### src/hdl/ssm_pkg.sv
// constants, register map and carrier types of the standstill monitor
package ssm_pkg;
  localparam int CLK_HZ       = 20_000_000;
  localparam int MS_PER_S     = 1000;
  localparam int CYC_PER_MS   = CLK_HZ / MS_PER_S;
  localparam int INTERVAL_MS  = 4;
  localparam int INTERVAL_CYC = INTERVAL_MS * CYC_PER_MS;
  localparam int TLIM_S_DEF   = 1;
  localparam int STUCK_EDGES  = 4;
  localparam logic [6:0] PCT_FULL = 7'd100;

  localparam logic [7:0] A_CTRL  = 8'h00;
  localparam logic [7:0] A_IVAL  = 8'h04;
  localparam logic [7:0] A_SLIM  = 8'h08;
  localparam logic [7:0] A_PLO   = 8'h0c;
  localparam logic [7:0] A_PHI   = 8'h10;
  localparam logic [7:0] A_PREF  = 8'h14;
  localparam logic [7:0] A_HYST  = 8'h18;
  localparam logic [7:0] A_TLIM  = 8'h1c;
  localparam logic [7:0] A_TOL   = 8'h20;
  localparam logic [7:0] A_STAT  = 8'h24;
  localparam logic [7:0] A_POS   = 8'h28;
  localparam logic [7:0] A_SPD   = 8'h2c;
  localparam logic [7:0] A_ISTAT = 8'h30;
  localparam logic [7:0] A_IMASK = 8'h34;
  localparam logic [7:0] A_ERREN = 8'h38;

  localparam int C_MODE = 0;
  localparam int C_TWO  = 2;
  localparam int C_MAN  = 3;
  localparam int C_REF  = 4;
  localparam int C_MUTE = 5;
  localparam int C_BYP  = 6;
  localparam int C_TLIM = 7;
  localparam int C_DIR  = 8;
  localparam int C_CMP  = 9;
  localparam logic [31:0] CTRL_RST = 32'h0000_0082;

  localparam logic [1:0] MODE_POS = 2'h1;

  localparam int E_GEN    = 0;
  localparam int E_CUTOFF = 1;
  localparam int E_STUCK  = 2;
  localparam int E_PHASE  = 3;
  localparam int E_DISC   = 4;
  localparam int E_SLIM   = 5;
  localparam int E_SDIFF  = 6;
  localparam int E_PRNG   = 7;
  localparam int E_PDIFF  = 8;
  localparam int N_ERR    = 9;
  localparam int I_REL    = 9;
  localparam int N_IRQ    = 10;

  typedef struct packed {
    logic        psel;
    logic        penable;
    logic        pwrite;
    logic [7:0]  paddr;
    logic [31:0] pwdata;
  } ssm_apb_req_t;

  typedef struct packed {
    logic a;
    logic b;
  } ssm_quad_t;

  typedef struct packed {
    logic refer;
    logic restart;
    logic reset;
    logic mute;
    logic bypass;
  } ssm_ctl_t;

  typedef enum logic [1:0] {SSM_IDLE, SSM_WAIT_ACK, SSM_GRANT, SSM_FAULT} ssm_state_t;
endpackage

### src/hdl/ssm_standstill_monitor.sv
// standstill monitor: quadrature decode, speed/position check, release control, apb registers
// Notes on behaviour
// - mode 1 checks position, 2 speed, 3 both; 2 after reset
// - one or two motion inputs, default one; second only if fitted
// - falling edge on reference input loads start value into position
// - manual mode needs restart low-high-low before release; automatic does not
// - mute input high keeps an existing release after monitoring drops it
// - error drops release unless mute keeps or bypass forces it, raises reset-required; reset pulse resumes once cause gone
// - restart-required is high while a release awaits acknowledgement
// - release high only when all configured conditions hold, when mute keeps an existing release, or when bypass forces it
// - release derived from position, speed or both per mode
// - with time limit on, mute and bypass end after 0 s to 8191 s (13-bit seconds field)
// - direction off: only non-negative speed below limit; on: symmetric limit
// - reference, mute and bypass inputs each enabled separately, default off
// - nine error outputs, each enabled separately
// - standstill means speed below limit and/or position inside window
// - hysteresis narrows limits by a percentage when switching release on
// - two-input deviation beyond tolerance drops release after tolerance time
`timescale 1ns/1ns
module ssm_standstill_monitor import ssm_pkg::*; #(
  parameter int CYC_MS   = CYC_PER_MS,
  parameter int IVAL_DEF = INTERVAL_CYC,
  parameter bit HAS_S2   = 1'b1,
  parameter int STUCK_N  = STUCK_EDGES
) (
  input  wire logic             clk_i,
  input  wire logic             rst_i,
  input  wire ssm_apb_req_t     apb_i,
  output logic [31:0]           prdata_o,
  output logic                  pready_o,
  output logic                  pslverr_o,
  input  wire ssm_quad_t [1:0]  sens_i,
  input  wire ssm_ctl_t         ctl_i,
  output logic                  release_o,
  output logic                  restart_req_o,
  output logic                  reset_req_o,
  output logic [N_ERR-1:0]      err_o,
  output logic                  irq_o
);
  logic [31:0] ctrl_ff, ival_ff, slim_ff, plo_ff, phi_ff, pref_ff, hyst_ff, tlim_ff, tol_ff;
  logic [31:0] nxt_ctrl, nxt_ival, nxt_slim, nxt_plo, nxt_phi, nxt_pref, nxt_hyst, nxt_tlim, nxt_tol;
  logic [31:0] imask_ff, erren_ff, prdata_ff, nxt_imask, nxt_erren, nxt_prdata;
  logic [N_IRQ-1:0] istat_ff, nxt_istat, irq_ev;
  logic        wr, mapped;

  function automatic logic [31:0] hyst_amt(input logic [31:0] v, input logic [5:0] p);
    logic [37:0] m;
    m = {6'h0, v} * {32'h0, p};
    return 32'(m / 38'(PCT_FULL));
  endfunction

  function automatic logic [31:0] absv(input logic signed [31:0] v);
    return v[31] ? 32'(-v) : 32'(v);
  endfunction

  ssm_state_t        st_ff, nxt_st;
  logic              rel_ff, nxt_rel;
  logic [N_ERR-1:0]  err_ff, nxt_err, live;
  logic signed [31:0] cnt_ff [2], pos_ff [2], spd_ff [2];
  logic [1:0]        ph_ev, co_ev, st_ev;

  // control fields
  logic [1:0] mode;
  logic       two, manual, ref_en, mute_en, byp_en, tlim_on, dir_on, cmp_on, pos_chk, spd_chk;
  assign mode    = ctrl_ff[C_MODE +: 2];
  assign two     = ctrl_ff[C_TWO] & HAS_S2;
  assign manual  = ctrl_ff[C_MAN];
  assign ref_en  = ctrl_ff[C_REF];
  assign mute_en = ctrl_ff[C_MUTE];
  assign byp_en  = ctrl_ff[C_BYP];
  assign tlim_on = ctrl_ff[C_TLIM];
  assign dir_on  = ctrl_ff[C_DIR];
  assign cmp_on  = ctrl_ff[C_CMP] & two;
  assign pos_chk = mode[0];
  assign spd_chk = (mode != MODE_POS);

  // apb slave: zero wait states, read data captured in the setup cycle
  assign wr = apb_i.psel & apb_i.penable & apb_i.pwrite;
  always_comb begin
    case (apb_i.paddr)
      A_CTRL, A_IVAL, A_SLIM, A_PLO, A_PHI, A_PREF, A_HYST, A_TLIM, A_TOL,
      A_STAT, A_POS, A_SPD, A_ISTAT, A_IMASK, A_ERREN: mapped = 1'b1;
      default: mapped = 1'b0;
    endcase
  end
  assign pready_o  = 1'b1;
  assign pslverr_o = apb_i.psel & apb_i.penable & ~mapped;
  assign prdata_o  = prdata_ff;

  always_comb begin
    nxt_ctrl = ctrl_ff; nxt_ival = ival_ff; nxt_slim = slim_ff; nxt_plo = plo_ff;
    nxt_phi = phi_ff; nxt_pref = pref_ff; nxt_hyst = hyst_ff; nxt_tlim = tlim_ff;
    nxt_tol = tol_ff; nxt_imask = imask_ff; nxt_erren = erren_ff; nxt_prdata = prdata_ff;
    if (wr) begin
      case (apb_i.paddr)
        A_CTRL:  nxt_ctrl = apb_i.pwdata & 32'h0000_03ff;
        A_IVAL:  nxt_ival = (apb_i.pwdata == 32'h0) ? 32'h1 : apb_i.pwdata;
        A_SLIM:  nxt_slim = {16'h0, apb_i.pwdata[15:0]};
        A_PLO:   nxt_plo = apb_i.pwdata;
        A_PHI:   nxt_phi = apb_i.pwdata;
        A_PREF:  nxt_pref = apb_i.pwdata;
        A_HYST:  nxt_hyst = {26'h0, apb_i.pwdata[5:0]};
        A_TLIM:  nxt_tlim = {19'h0, apb_i.pwdata[12:0]};
        A_TOL:   nxt_tol = apb_i.pwdata;
        A_IMASK: nxt_imask = {22'h0, apb_i.pwdata[N_IRQ-1:0]};
        A_ERREN: nxt_erren = {23'h0, apb_i.pwdata[N_ERR-1:0]};
        default: ;
      endcase
    end
    // set wins over a simultaneous write-one clear
    nxt_istat = istat_ff | irq_ev;
    if (wr && apb_i.paddr == A_ISTAT)
      nxt_istat = (istat_ff & ~apb_i.pwdata[N_IRQ-1:0]) | irq_ev;
    if (apb_i.psel && !apb_i.penable && !apb_i.pwrite) begin
      case (apb_i.paddr)
        A_CTRL:  nxt_prdata = ctrl_ff;
        A_IVAL:  nxt_prdata = ival_ff;
        A_SLIM:  nxt_prdata = slim_ff;
        A_PLO:   nxt_prdata = plo_ff;
        A_PHI:   nxt_prdata = phi_ff;
        A_PREF:  nxt_prdata = pref_ff;
        A_HYST:  nxt_prdata = hyst_ff;
        A_TLIM:  nxt_prdata = tlim_ff;
        A_TOL:   nxt_prdata = tol_ff;
        A_STAT:  nxt_prdata = {19'h0, err_ff, 1'b0, reset_req_o, restart_req_o, release_o};
        A_POS:   nxt_prdata = 32'(pos_ff[0]);
        A_SPD:   nxt_prdata = 32'(spd_ff[0]);
        A_ISTAT: nxt_prdata = {22'h0, istat_ff};
        A_IMASK: nxt_prdata = imask_ff;
        A_ERREN: nxt_prdata = erren_ff;
        default: nxt_prdata = 32'h0;
      endcase
    end
  end

  always_ff @(posedge clk_i) begin
    if (rst_i) begin
      ctrl_ff <= CTRL_RST; ival_ff <= 32'(IVAL_DEF); slim_ff <= 32'h0; plo_ff <= 32'h0;
      phi_ff <= 32'h0; pref_ff <= 32'h0; hyst_ff <= 32'h0; tlim_ff <= 32'(TLIM_S_DEF);
      tol_ff <= 32'h0; imask_ff <= 32'h0; erren_ff <= 32'h0; prdata_ff <= 32'h0;
      istat_ff <= '0;
    end else begin
      ctrl_ff <= nxt_ctrl; ival_ff <= nxt_ival; slim_ff <= nxt_slim; plo_ff <= nxt_plo;
      phi_ff <= nxt_phi; pref_ff <= nxt_pref; hyst_ff <= nxt_hyst; tlim_ff <= nxt_tlim;
      tol_ff <= nxt_tol; imask_ff <= nxt_imask; erren_ff <= nxt_erren; prdata_ff <= nxt_prdata;
      istat_ff <= nxt_istat;
    end
  end
  assign irq_o = |(istat_ff & imask_ff[N_IRQ-1:0]);

  // timebases: measuring interval and millisecond tick
  logic [31:0] iv_ff, nxt_iv;
  logic [15:0] ms_ff, nxt_ms;
  logic        tick, ms_tick;
  assign tick    = (iv_ff >= ival_ff - 32'h1);
  assign ms_tick = (ms_ff == 16'(CYC_MS - 1));
  assign nxt_iv  = tick ? 32'h0 : iv_ff + 32'h1;
  assign nxt_ms  = ms_tick ? 16'h0 : ms_ff + 16'h1;

  // edge detectors on the control inputs, one sample per cycle
  logic rf_ff, rs_ff, rp_ff, ref_fall, restart_done, reset_done;
  assign ref_fall     = ref_en & rf_ff & ~ctl_i.refer;
  assign restart_done = rs_ff & ~ctl_i.restart;
  assign reset_done   = rp_ff & ~ctl_i.reset;

  // per-sensor quadrature decode, counting, position and fault detection
  for (genvar i = 0; i < 2; i++) begin : g_sens
    ssm_quad_t          s, prv_ff;
    logic               da, db, la_ff, lb_ff, fwd;
    logic [2:0]         ca_ff, cb_ff, nxt_ca, nxt_cb;
    logic signed [31:0] step, nxt_cnt, nxt_pos, nxt_spd;
    assign s   = (i == 0 || two) ? sens_i[i] : '0;
    assign da  = s.a ^ prv_ff.a;
    assign db  = s.b ^ prv_ff.b;
    assign fwd = da ? (s.a != s.b) : (s.a == s.b);
    always_comb begin
      step = 32'sh0;
      if (da ^ db)
        step = fwd ? 32'sh1 : -32'sh1;
      nxt_cnt = tick ? 32'sh0 : cnt_ff[i] + step;
      nxt_spd = tick ? cnt_ff[i] + step : spd_ff[i];
      nxt_pos = ref_fall ? $signed(pref_ff) : pos_ff[i] + step;
      nxt_ca = db ? 3'h0 : (da && ca_ff != 3'(STUCK_N)) ? ca_ff + 3'h1 : ca_ff;
      nxt_cb = da ? 3'h0 : (db && cb_ff != 3'(STUCK_N)) ? cb_ff + 3'h1 : cb_ff;
    end
    assign ph_ev[i] = da & db;
    assign co_ev[i] = (da & la_ff) | (db & lb_ff);
    assign st_ev[i] = (ca_ff == 3'(STUCK_N)) | (cb_ff == 3'(STUCK_N));
    always_ff @(posedge clk_i) begin
      if (rst_i) begin
        prv_ff <= '0; la_ff <= 1'b0; lb_ff <= 1'b0; ca_ff <= 3'h0; cb_ff <= 3'h0;
        cnt_ff[i] <= 32'sh0; spd_ff[i] <= 32'sh0; pos_ff[i] <= 32'sh0;
      end else begin
        prv_ff <= s; la_ff <= da; lb_ff <= db; ca_ff <= nxt_ca; cb_ff <= nxt_cb;
        cnt_ff[i] <= nxt_cnt; spd_ff[i] <= nxt_spd; pos_ff[i] <= nxt_pos;
      end
    end
  end

  // standstill evaluation with hysteresis on switch-on
  logic [31:0] lim, mag, hh, hl, span;
  logic signed [31:0] lo_e, hi_e;
  logic        spd_ok, pos_ok, granted, sdev, pdev, dev, dev_out, mon_ok;
  logic [15:0] dv_ff, nxt_dv;
  assign granted = (st_ff == SSM_GRANT);
  assign mag     = absv(spd_ff[0]);
  assign lim     = granted ? slim_ff : slim_ff - hyst_amt(slim_ff, hyst_ff[5:0]);
  assign spd_ok  = dir_on ? (mag < lim) : (!spd_ff[0][31] && mag < lim);
  assign hh      = granted ? 32'h0 : hyst_amt(absv($signed(phi_ff)), hyst_ff[5:0]);
  assign hl      = granted ? 32'h0 : hyst_amt(absv($signed(plo_ff)), hyst_ff[5:0]);
  assign hi_e    = $signed(phi_ff) - $signed(hh);
  assign lo_e    = $signed(plo_ff) + $signed(hl);
  assign pos_ok  = (pos_ff[0] >= lo_e) && (pos_ff[0] <= hi_e);
  assign span    = phi_ff - plo_ff;
  assign sdev    = cmp_on & spd_chk & (absv(spd_ff[0] - spd_ff[1]) > {16'h0, tol_ff[15:0]});
  assign pdev    = cmp_on & pos_chk & (absv(pos_ff[0] - pos_ff[1]) > {16'h0, tol_ff[15:0]});
  assign dev     = sdev | pdev;
  assign dev_out = dev & (dv_ff >= tol_ff[31:16]);
  assign nxt_dv  = !dev ? 16'h0 : (ms_tick && !dev_out) ? dv_ff + 16'h1 : dv_ff;

  always_comb begin
    live           = '0;
    live[E_CUTOFF] = |co_ev;
    live[E_PHASE]  = |ph_ev;
    live[E_STUCK]  = |st_ev;
    live[E_DISC]   = cmp_on & (spd_ff[0][31] ^ spd_ff[1][31]) & (spd_ff[0] != 0) & (spd_ff[1] != 0);
    live[E_SLIM]   = spd_chk & (mag > {slim_ff[30:0], 1'b0});
    live[E_SDIFF]  = sdev & dev_out;
    live[E_PRNG]   = pos_chk & ((pos_ff[0] < $signed(plo_ff - span)) | (pos_ff[0] > $signed(phi_ff + span)));
    live[E_PDIFF]  = pdev & dev_out;
    live[E_GEN]    = |live[N_ERR-1:1];
  end
  assign mon_ok = (~pos_chk | pos_ok) & (~spd_chk | spd_ok) & ~|live;

  // time limit on mute and bypass
  // an input held past the limit stays expired until dropped, so no silent re-arm
  logic [22:0] ov_ff, nxt_ov, tl_ms;
  logic        ovr_raw, expired, mute_act, byp_act;
  assign tl_ms    = 23'(tlim_ff[12:0]) * 23'(MS_PER_S);
  assign ovr_raw  = (mute_en & ctl_i.mute) | (byp_en & ctl_i.bypass);
  assign expired  = tlim_on & (ov_ff >= tl_ms);
  assign nxt_ov   = !ovr_raw ? 23'h0 : (ms_tick && !expired) ? ov_ff + 23'h1 : ov_ff;
  assign mute_act = mute_en & ctl_i.mute & ~expired;
  assign byp_act  = byp_en & ctl_i.bypass & ~expired;

  // release state machine
  always_comb begin
    nxt_st  = st_ff;
    nxt_err = err_ff | live;
    case (st_ff)
      SSM_IDLE:     if (mon_ok) nxt_st = manual ? SSM_WAIT_ACK : SSM_GRANT;
      SSM_WAIT_ACK: if (!mon_ok) nxt_st = SSM_IDLE;
                    else if (restart_done) nxt_st = SSM_GRANT;
      SSM_GRANT:    if (!mon_ok) nxt_st = SSM_IDLE;
      SSM_FAULT:    if (reset_done && !(|live)) begin
                      nxt_st  = SSM_IDLE;
                      nxt_err = '0;
                    end
      default:      nxt_st = SSM_IDLE;
    endcase
    if (|live)
      nxt_st = SSM_FAULT;
    nxt_rel = (nxt_st == SSM_GRANT) | (mute_act & rel_ff) | byp_act;
    irq_ev  = {rel_ff ^ nxt_rel, live & ~err_ff};
  end

  always_ff @(posedge clk_i) begin
    if (rst_i) begin
      st_ff <= SSM_IDLE; rel_ff <= 1'b0; err_ff <= '0; iv_ff <= 32'h0; ms_ff <= 16'h0;
      ov_ff <= 23'h0; dv_ff <= 16'h0; rf_ff <= 1'b0; rs_ff <= 1'b0; rp_ff <= 1'b0;
    end else begin
      st_ff <= nxt_st; rel_ff <= nxt_rel; err_ff <= nxt_err; iv_ff <= nxt_iv; ms_ff <= nxt_ms;
      ov_ff <= nxt_ov; dv_ff <= nxt_dv; rf_ff <= ctl_i.refer; rs_ff <= ctl_i.restart;
      rp_ff <= ctl_i.reset;
    end
  end
  assign release_o     = rel_ff;
  assign restart_req_o = (st_ff == SSM_WAIT_ACK);
  assign reset_req_o   = (st_ff == SSM_FAULT);
  assign err_o         = err_ff & erren_ff[N_ERR-1:0];
endmodule

### config.mk
export PLATFORM = sky130hd
export DESIGN_NAME = ssm_standstill_monitor
export DESIGN_NICKNAME = d
export VERILOG_FILES = /design/src/hdl/ssm_pkg.sv /design/src/hdl/ssm_standstill_monitor.sv
export SDC_FILE = /design/constraint.sdc
export NUM_CORES = 2
export LEC_CHECK = 0
export ABC_AREA = 1
export BUFFER_PORTS_ARGS = -buffer_cell sky130_fd_sc_hd__buf_2
export CORE_UTILIZATION = 65
export CTS_CLUSTER_DIAMETER = 50
export DETAILED_ROUTE_END_ITERATION = 6
export GPL_ROUTABILITY_DRIVEN = 0
export GPL_TIMING_DRIVEN = 0
export PLACE_DENSITY_LB_ADDON = 0.25
export REMOVE_ABC_BUFFERS = 1
export SKIP_CTS_REPAIR_TIMING = 1
export SYNTH_ARGS = -nofsm -noshare
export SYNTH_HDL_FRONTEND = slang
export SYNTH_SLANG_ARGS = --single-unit
### constraint.sdc
create_clock -name clk_i -period 38.6 [get_ports clk_i]
set_input_delay 7.72 -clock clk_i [delete_from_list [all_inputs] [get_ports clk_i]]
set_output_delay 7.72 -clock clk_i [all_outputs]
set_load 0.01 [all_outputs]
* Yosys cells after proc, flatten, opt, wreduce, memory -nomap -nowiden *
Memories as Yosys holds them, arrays and structs flattened.
Index checks and enable logic that the tools add are counted.

storage, ports and cells
  register bits = 388
  bits in writable memories = 192
  memory bits (read-only) = 64
  input bits = 54
  output and inout port bits = 47
  logic and storage cells = 285
  memories kept = 4

cells by class
  add/subtract/negate cells = 26
  multipliers = 4
  divide/modulo/power cells = 3
  $lt $le $gt $ge = 11
  equality and inequality tests = 32
  mux-type cells = 45
  bitwise operators = 77
  reduce and logical (&&, ||, !) cells = 48

memories
  memory           depth  bits a word  rd ports  clocked after memory_dff  wr ports  line                          source
  (no name shown)  64     1            1         0                         0         ssm_standstill_monitor.sv:80  case (apb_i.paddr)
  cnt_ff           2      32           2         0                         2         ssm_standstill_monitor.sv:59  logic signed [31:0] cnt_ff [2], pos_ff [2], spd_ff [2];
  pos_ff           2      32           2         0                         2         ssm_standstill_monitor.sv:59
  spd_ff           2      32           2         0                         2         ssm_standstill_monitor.sv:59

operator list
  cell                                                  count
  2-to-1 mux 32 bit                                     25
  case mux 32 bit (15 select lines)                     1
  adder 32 bit                                          6
  negation 32 bit                                       5
  subtractor 32 bit                                     5
  divider 38 x 7 -> 38 bit (second input constant)      3
  multiplier 32 x 6 -> 38 bit                           2
  >= comparator 32 bit                                  2
  greater-than comparator 32 x 16 -> 1 bit              2
  less-than comparator 32 bit                           2
  nonzero test 32 bit                                   2
  equality test 8 x 6 -> 1 bit (second input constant)  7
  AND 1 bit                                             34
  adder 16 x 1 -> 16 bit (second input constant)        2
  adder 32 x 1 -> 32 bit (second input constant)        1
  equality test 8 x 5 -> 1 bit (second input constant)  4
  greater-than comparator 32 x 17 -> 1 bit              1
  greater-than comparator 32 bit                        1
  less-or-equal comparator 32 bit                       1
  zero test 32 bit                                      1
  subtractor 16 x 32 -> 32 bit                          1
  subtractor 32 x 1 -> 32 bit (second input constant)   1
  adder 23 x 1 -> 23 bit (second input constant)        1
  >= comparator 23 bit                                  1
  other kinds (36)                                      135

* Depth between registers and ports, before layout *
An unclocked memory read counts as a cell.

  depth after elaboration = 21
  depth in mapped cells = 248

* Worst setup path after synthesis *
OpenSTA, ideal clock, no wires.

  path kind = reg-to-reg
  from = register phi_ff[0]
  to = register istat_ff[9]
  arrival = 22.982 ns
  data required time = 38.485 ns
  slack = 15.502 ns
  cell stages (with the launch flop) = 215
  path buffers = 1
  clock period less this slack = 23.098 ns
  cell sequence = dfxtp_1 -> clkbuf_1 -> inv_1 -> ha_1 -> inv_1 -> nor2_1 -> inv_1 -> nor2_1 -> inv_1 -> nor2_1 -> inv_1 -> nor2_1 -> inv_1 -> nor4_1 -> nand4_1 -> o41ai_1 -> o21ai_0 -> nor2_1 -> [179 not listed] -> nor2_1 -> nor2_1 -> xor2_1 -> ha_1 -> nand2_1 -> nor2_1 -> nand4_1 -> nor4_1 -> a211oi_1 -> xor2_1 -> nand2_1 -> a21oi_1 -> a211oi_1 -> nand2_1 -> nand2_1 -> xor2_1 -> o21ai_0 -> inv_1

on the way
  cells in the longest elaborated chain, start to end = 20
  elaborated cells between the ends (all ways) = 34
  those cells by class = add/sub (5); mul (1); div (1); order compare (3); eq/ne (1); mux (9); bitwise (10); reduce/logical (4)

ends and longest elaborated chain
  what                                        line                                                                                         source
  start: declaration                          ssm_standstill_monitor.sv:40                                                                 logic [31:0] ctrl_ff, ival_ff, slim_ff, plo_ff, phi_ff, pref_ff, hyst_ff, tlim_ff, tol_ff;
  start signal: assignment                    ssm_standstill_monitor.sv:144                                                                phi_ff <= nxt_phi; pref_ff <= nxt_pref; hyst_ff <= nxt_hyst; tlim_ff <= nxt_tlim;
  negation 32 bit                             ssm_standstill_monitor.sv:53                                                                 return v[31] ? 32'(-v) : 32'(v);
  2-to-1 mux 32 bit                           ssm_standstill_monitor.sv:53
  multiplier 32 x 6 -> 38 bit                 ssm_standstill_monitor.sv:48                                                                 m = {6'h0, v} * {32'h0, p};
  divider 38 x 7 -> 38 bit                    ssm_standstill_monitor.sv:49                                                                 return 32'(m / 38'(PCT_FULL));
  2-to-1 mux 32 bit                           ssm_standstill_monitor.sv:209                                                                assign hh = granted ? 32'h0 : hyst_amt(absv($signed(phi_ff)), hyst_ff[5:0]);
  subtractor 32 bit                           ssm_standstill_monitor.sv:211                                                                assign hi_e = $signed(phi_ff) - $signed(hh);
  less-or-equal comparator 32 bit             ssm_standstill_monitor.sv:213                                                                assign pos_ok = (pos_ff[0] >= lo_e) && (pos_ff[0] <= hi_e);
  logical AND 1 bit                           ssm_standstill_monitor.sv:213
  [3 not listed]                              -
  2-to-1 mux 2 bit, on equally long branches  ssm_standstill_monitor.sv:254, ssm_standstill_monitor.sv:251, ssm_standstill_monitor.sv:252
  case mux 2 bit (4 select lines)             ssm_standstill_monitor.sv:250                                                                case (st_ff)
  2-to-1 mux 2 bit (*)                        ssm_standstill_monitor.sv:261                                                                if (|live)
  equality test 2 bit (*)                     ssm_standstill_monitor.sv:263                                                                nxt_rel = (nxt_st == SSM_GRANT) | (mute_act & rel_ff) | byp_act;
  OR 1 bit (*) (2 in a row)                   ssm_standstill_monitor.sv:263
  bitwise XOR 1 bit (*)                       ssm_standstill_monitor.sv:264                                                                irq_ev = {rel_ff ^ nxt_rel, live & ~err_ff};
  OR 10 bit, on equally long branches         ssm_standstill_monitor.sv:111, ssm_standstill_monitor.sv:113
  2-to-1 mux 10 bit (*)                       ssm_standstill_monitor.sv:112                                                                if (wr && apb_i.paddr == A_ISTAT)
  end signal: assignment                      ssm_standstill_monitor.sv:146                                                                istat_ff <= nxt_istat;
  end: declaration                            ssm_standstill_monitor.sv:43                                                                 logic [N_IRQ-1:0] istat_ff, nxt_istat, irq_ev;

Every way passes the cells marked *; elsewhere a longest branch is shown, timed or not.
A chain may end at the register's enable or synchronous reset.

* Final worst setup path *
Ends and elaborated chain as after synthesis.

==> metrics <==
unrepaired setup endpoints after global routing=false; starting density of the core=0.656; number of cells in the finished layout apart from fillers=roughly 13000; count of cell types in the netlist=96; via total after detailed routing=79900; Die Ht=approximately 350 µm; vias in the first global route=~75000; Inserted Clock Buffers=60; cell area power density=between 20 and 30 nW/µm²; Final setup violation count=0; uppermost layer routed=met5; largest driver fanout on the critical path=12; overall routing resource usage=0.375; wire length reported by the detailed router=241000 µm; I/O Pins=between 100 and 150; overall die width=roughly 350 µm; cell at the slowest stage of the critical path=nor4_1; number of enable flip-flop cells after synthesis=0; required time at the worst-slack endpoint=~39 ns; Avg Synthesized Cell Area=6.79 µm²; CP bufs+invs=14; Data arrival, critical path=approximately 30 ns; NumNets Final=between 10000 and 15000; detailed placer's ending HPWL=about 190000 µm; number of cells on the worst reg-to-reg path=210; Post-Route M1 WL=between 90000 and 100000 µm; violated checks=design-rule violations; number of warning messages in the yosys log=0; Via-to-Cell Ratio=5.95; Crit path max-delay family=simple AND/OR/NAND/NOR gates; residual DRC count=122; clk_lat worst skew=between 0.6 and 0.7 ns; outcome=finished, violations left; maximum single-stage delay on the critical path=0.67 ns; crit path capture type=flop; DR WL met3=approximately 26000 µm; Post-Synthesis Cells=~12000; VDD IR-drop max=between 0.06 and 0.07 mV; quantity of I/O buffers inserted on ports=99; Leak Pwr=42.5 nW; Critical Path Start Type=flop; TritonCTS clock tree=done; setup TNS=0 ns; Clock Path Buffers=3; final slew viol count=0; class of the most critical setup path=flop to flop; most frequent cell on the critical path=nand2_4; H-tree lvl count=2; skew final=between 0.06 and 0.07 ns; largest net degree at the start of global routing=113; Hold Path Origin=ms_ff[0]; achievable clock frequency=between 30 and 40 MHz; root buf cell=clkbuf_16; total met2 wirelength after detailed routing=between 100000 and 150000 µm; number of design-rule violations left by the first detailed-router iteration=~8300; antenna violations before repair=10; worst slew margin relative to its limit=0.0434; mean routed wirelength per cell=between 15 and 20 µm; number of nets still failing antenna checks after routing=0; wire length of the first global-routing pass=slightly below 400000 µm; most common flop cell mapped by yosys=dfxtp_1; area of the core=122000 µm²; minimum period implied by the final worst setup slack=roughly 30 ns; count of TritonRoute iterations in the first routing pass=7; share of flip-flops with an asynchronous set or reset=0; final hold vios=0; end of the worst hold path=ms_ff[0]; ratio of final minimum period to clock period=0.767; placed cell count=about 13000; Worst Hold Class=flop to flop; number of stages on the worst hold path=1; worst slew pin tran=about 1.4 ns; Syn-to-layout area delta=5.30%; Syn Std Cell Area=about 80000 µm²; maxcap violations=0; endpoint of the worst register-to-register path=istat_ff[9]; worst flop-to-flop path startpoint=phi_ff[0]; clock-pin transition on the worst setup and hold timing paths=0.07 ns; fraction of layout instances using a drive strength above 1=0.113; total global routing overflow=0; number of clock sinks seen by CTS=between 500 and 600; Die Outline Area=between 100000 and 150000 µm²; setup slack of the worst register-to-register path=between 8 and 9 ns; number of core rows=around 130; register bit total from synthesis=580; sequential area share after synthesis=0.145
## kinds of logic after synthesis
logic type	synth area share
adders and majority gates	0.217
buffers and inverters	0.107
xor gates and xnor gates	0.0701
and+or+nand+nor	0.297
DFF	0.145
other	0.0000468
AOI/OAI and AO/OA	0.164
## synth_stat cells, drive strengths merged, types with 34 or more instances
| master | count | area [µm²] |
|---|---|---|
| a211oi | 34 | 255 |
| ha | 820 | 10300 |
| or2 | 64 | 400 |
| nand4 | 215 | 1650 |
| clkbuf | 222 | 883 |
| nor4 | 48 | 300 |
| clkinv | 46 | 196 |
| o21ai | 696 | 3570 |
| o22ai | 127 | 795 |
| a21oi | 1128 | 5720 |
| nor2 | 1264 | 5340 |
| xnor2 | 168 | 1490 |
| dfxtp | 580 | 11600 |
| nor3 | 135 | 724 |
| o21bai | 91 | 687 |
| fa | 354 | 7090 |
| inv | 1942 | 7330 |
| nand2 | 2469 | 11500 |
| xor2 | 464 | 4130 |
| nand3 | 565 | 3260 |
| a31oi | 40 | 256 |
## cells in the final DEF, fill, tap and decap left out, drive strengths merged, types with 34 or more instances in the layout
master	synthesis	layout
a21oi	1128	1128
clkinv	46	57
nor3	135	135
buf	17	129
nand3	565	565
ha	820	820
nor2	1264	1264
dfxtp	580	580
o21ai	696	696
nand2	2469	2469
nor4	48	48
a211oi	34	34
nand4	215	215
o21bai	91	91
xor2	464	464
xnor2	168	168
or2	64	64
a31oi	40	40
fa	354	354
clkbuf	222	86
inv	1942	1948
o22ai	127	127
## per-stage QoR
| stage | hold WS (ns) | utilization | power [mW] | worst slack [ns] | area (µm²) |
|---|---|---|---|---|---|
| after global routing | 0.484 | 0.691 | 2.59 | 6.62 | 84300 |
| after detailed placement | 0.440 | 0.674 | 1.80 | 9.56 | 82300 |
| after CTS | 0.455 | 0.690 | 2.40 | 9.51 | 84300 |
| after floorplan | 0.418 | - | 1.53 | 15.46 | 79100 |
| after global placement | 0.427 | 0.669 | 1.74 | 9.85 | 81600 |
| final | 0.458 | 0.691 | 2.44 | 8.98 | 84300 |
## registers in the layout, summed over array words and instances (netlist names), 9 cells and up
name	count
ival_ff	32
cnt_ff	64
iv_ff	32
phi_ff	32
prdata_o	32
tol_ff	32
erren_ff	9
slim_ff	16
spd_ff	64
imask_ff	10
dv_ff	16
pref_ff	32
ms_ff	16
pos_ff	64
plo_ff	32
istat_ff	10
err_ff	9
tlim_ff	13
ctrl_ff	10
ov_ff	23
## how the worst max path moves through the flow
stage,from,end,slack (ns),cells past startpoint
global placement,hyst_ff[0],istat_ff[9],9.85,193
finish,phi_ff[0],istat_ff[9],8.98,210
detailed placement,phi_ff[0],istat_ff[9],9.56,210
CTS,phi_ff[0],istat_ff[9],9.51,210
floorplan,phi_ff[1],istat_ff[9],15.46,215
global route,phi_ff[0],istat_ff[9],6.62,212
## power breakdown
part	switching [mW]	internal, mW
clock	0.277	0.330
sequential	0.0532	0.629
combinational	0.736	0.413
total	1.07	1.37
## layout make-up
cell class	instances	area (µm²)
Clock buffer	86	1700
Multi-Input combinational cell	8984	60000
Clock inverter	23	294
Timing Repair Buffer	129	1030
Antenna cell	4	10.0
Tap cell	1625	2030
Inverter	1994	7640
Sequential cell	580	11600
Fill cell	10400	37800
## layer usage
metal  vias up  global-route usage
met1     37000               0.483
met5         -             0.00528
met3       826              0.0836
met2      3700               0.586
li1      38400                   -
met4         8               0.190
Note: power is estimated with default switching activity, not from simulation.
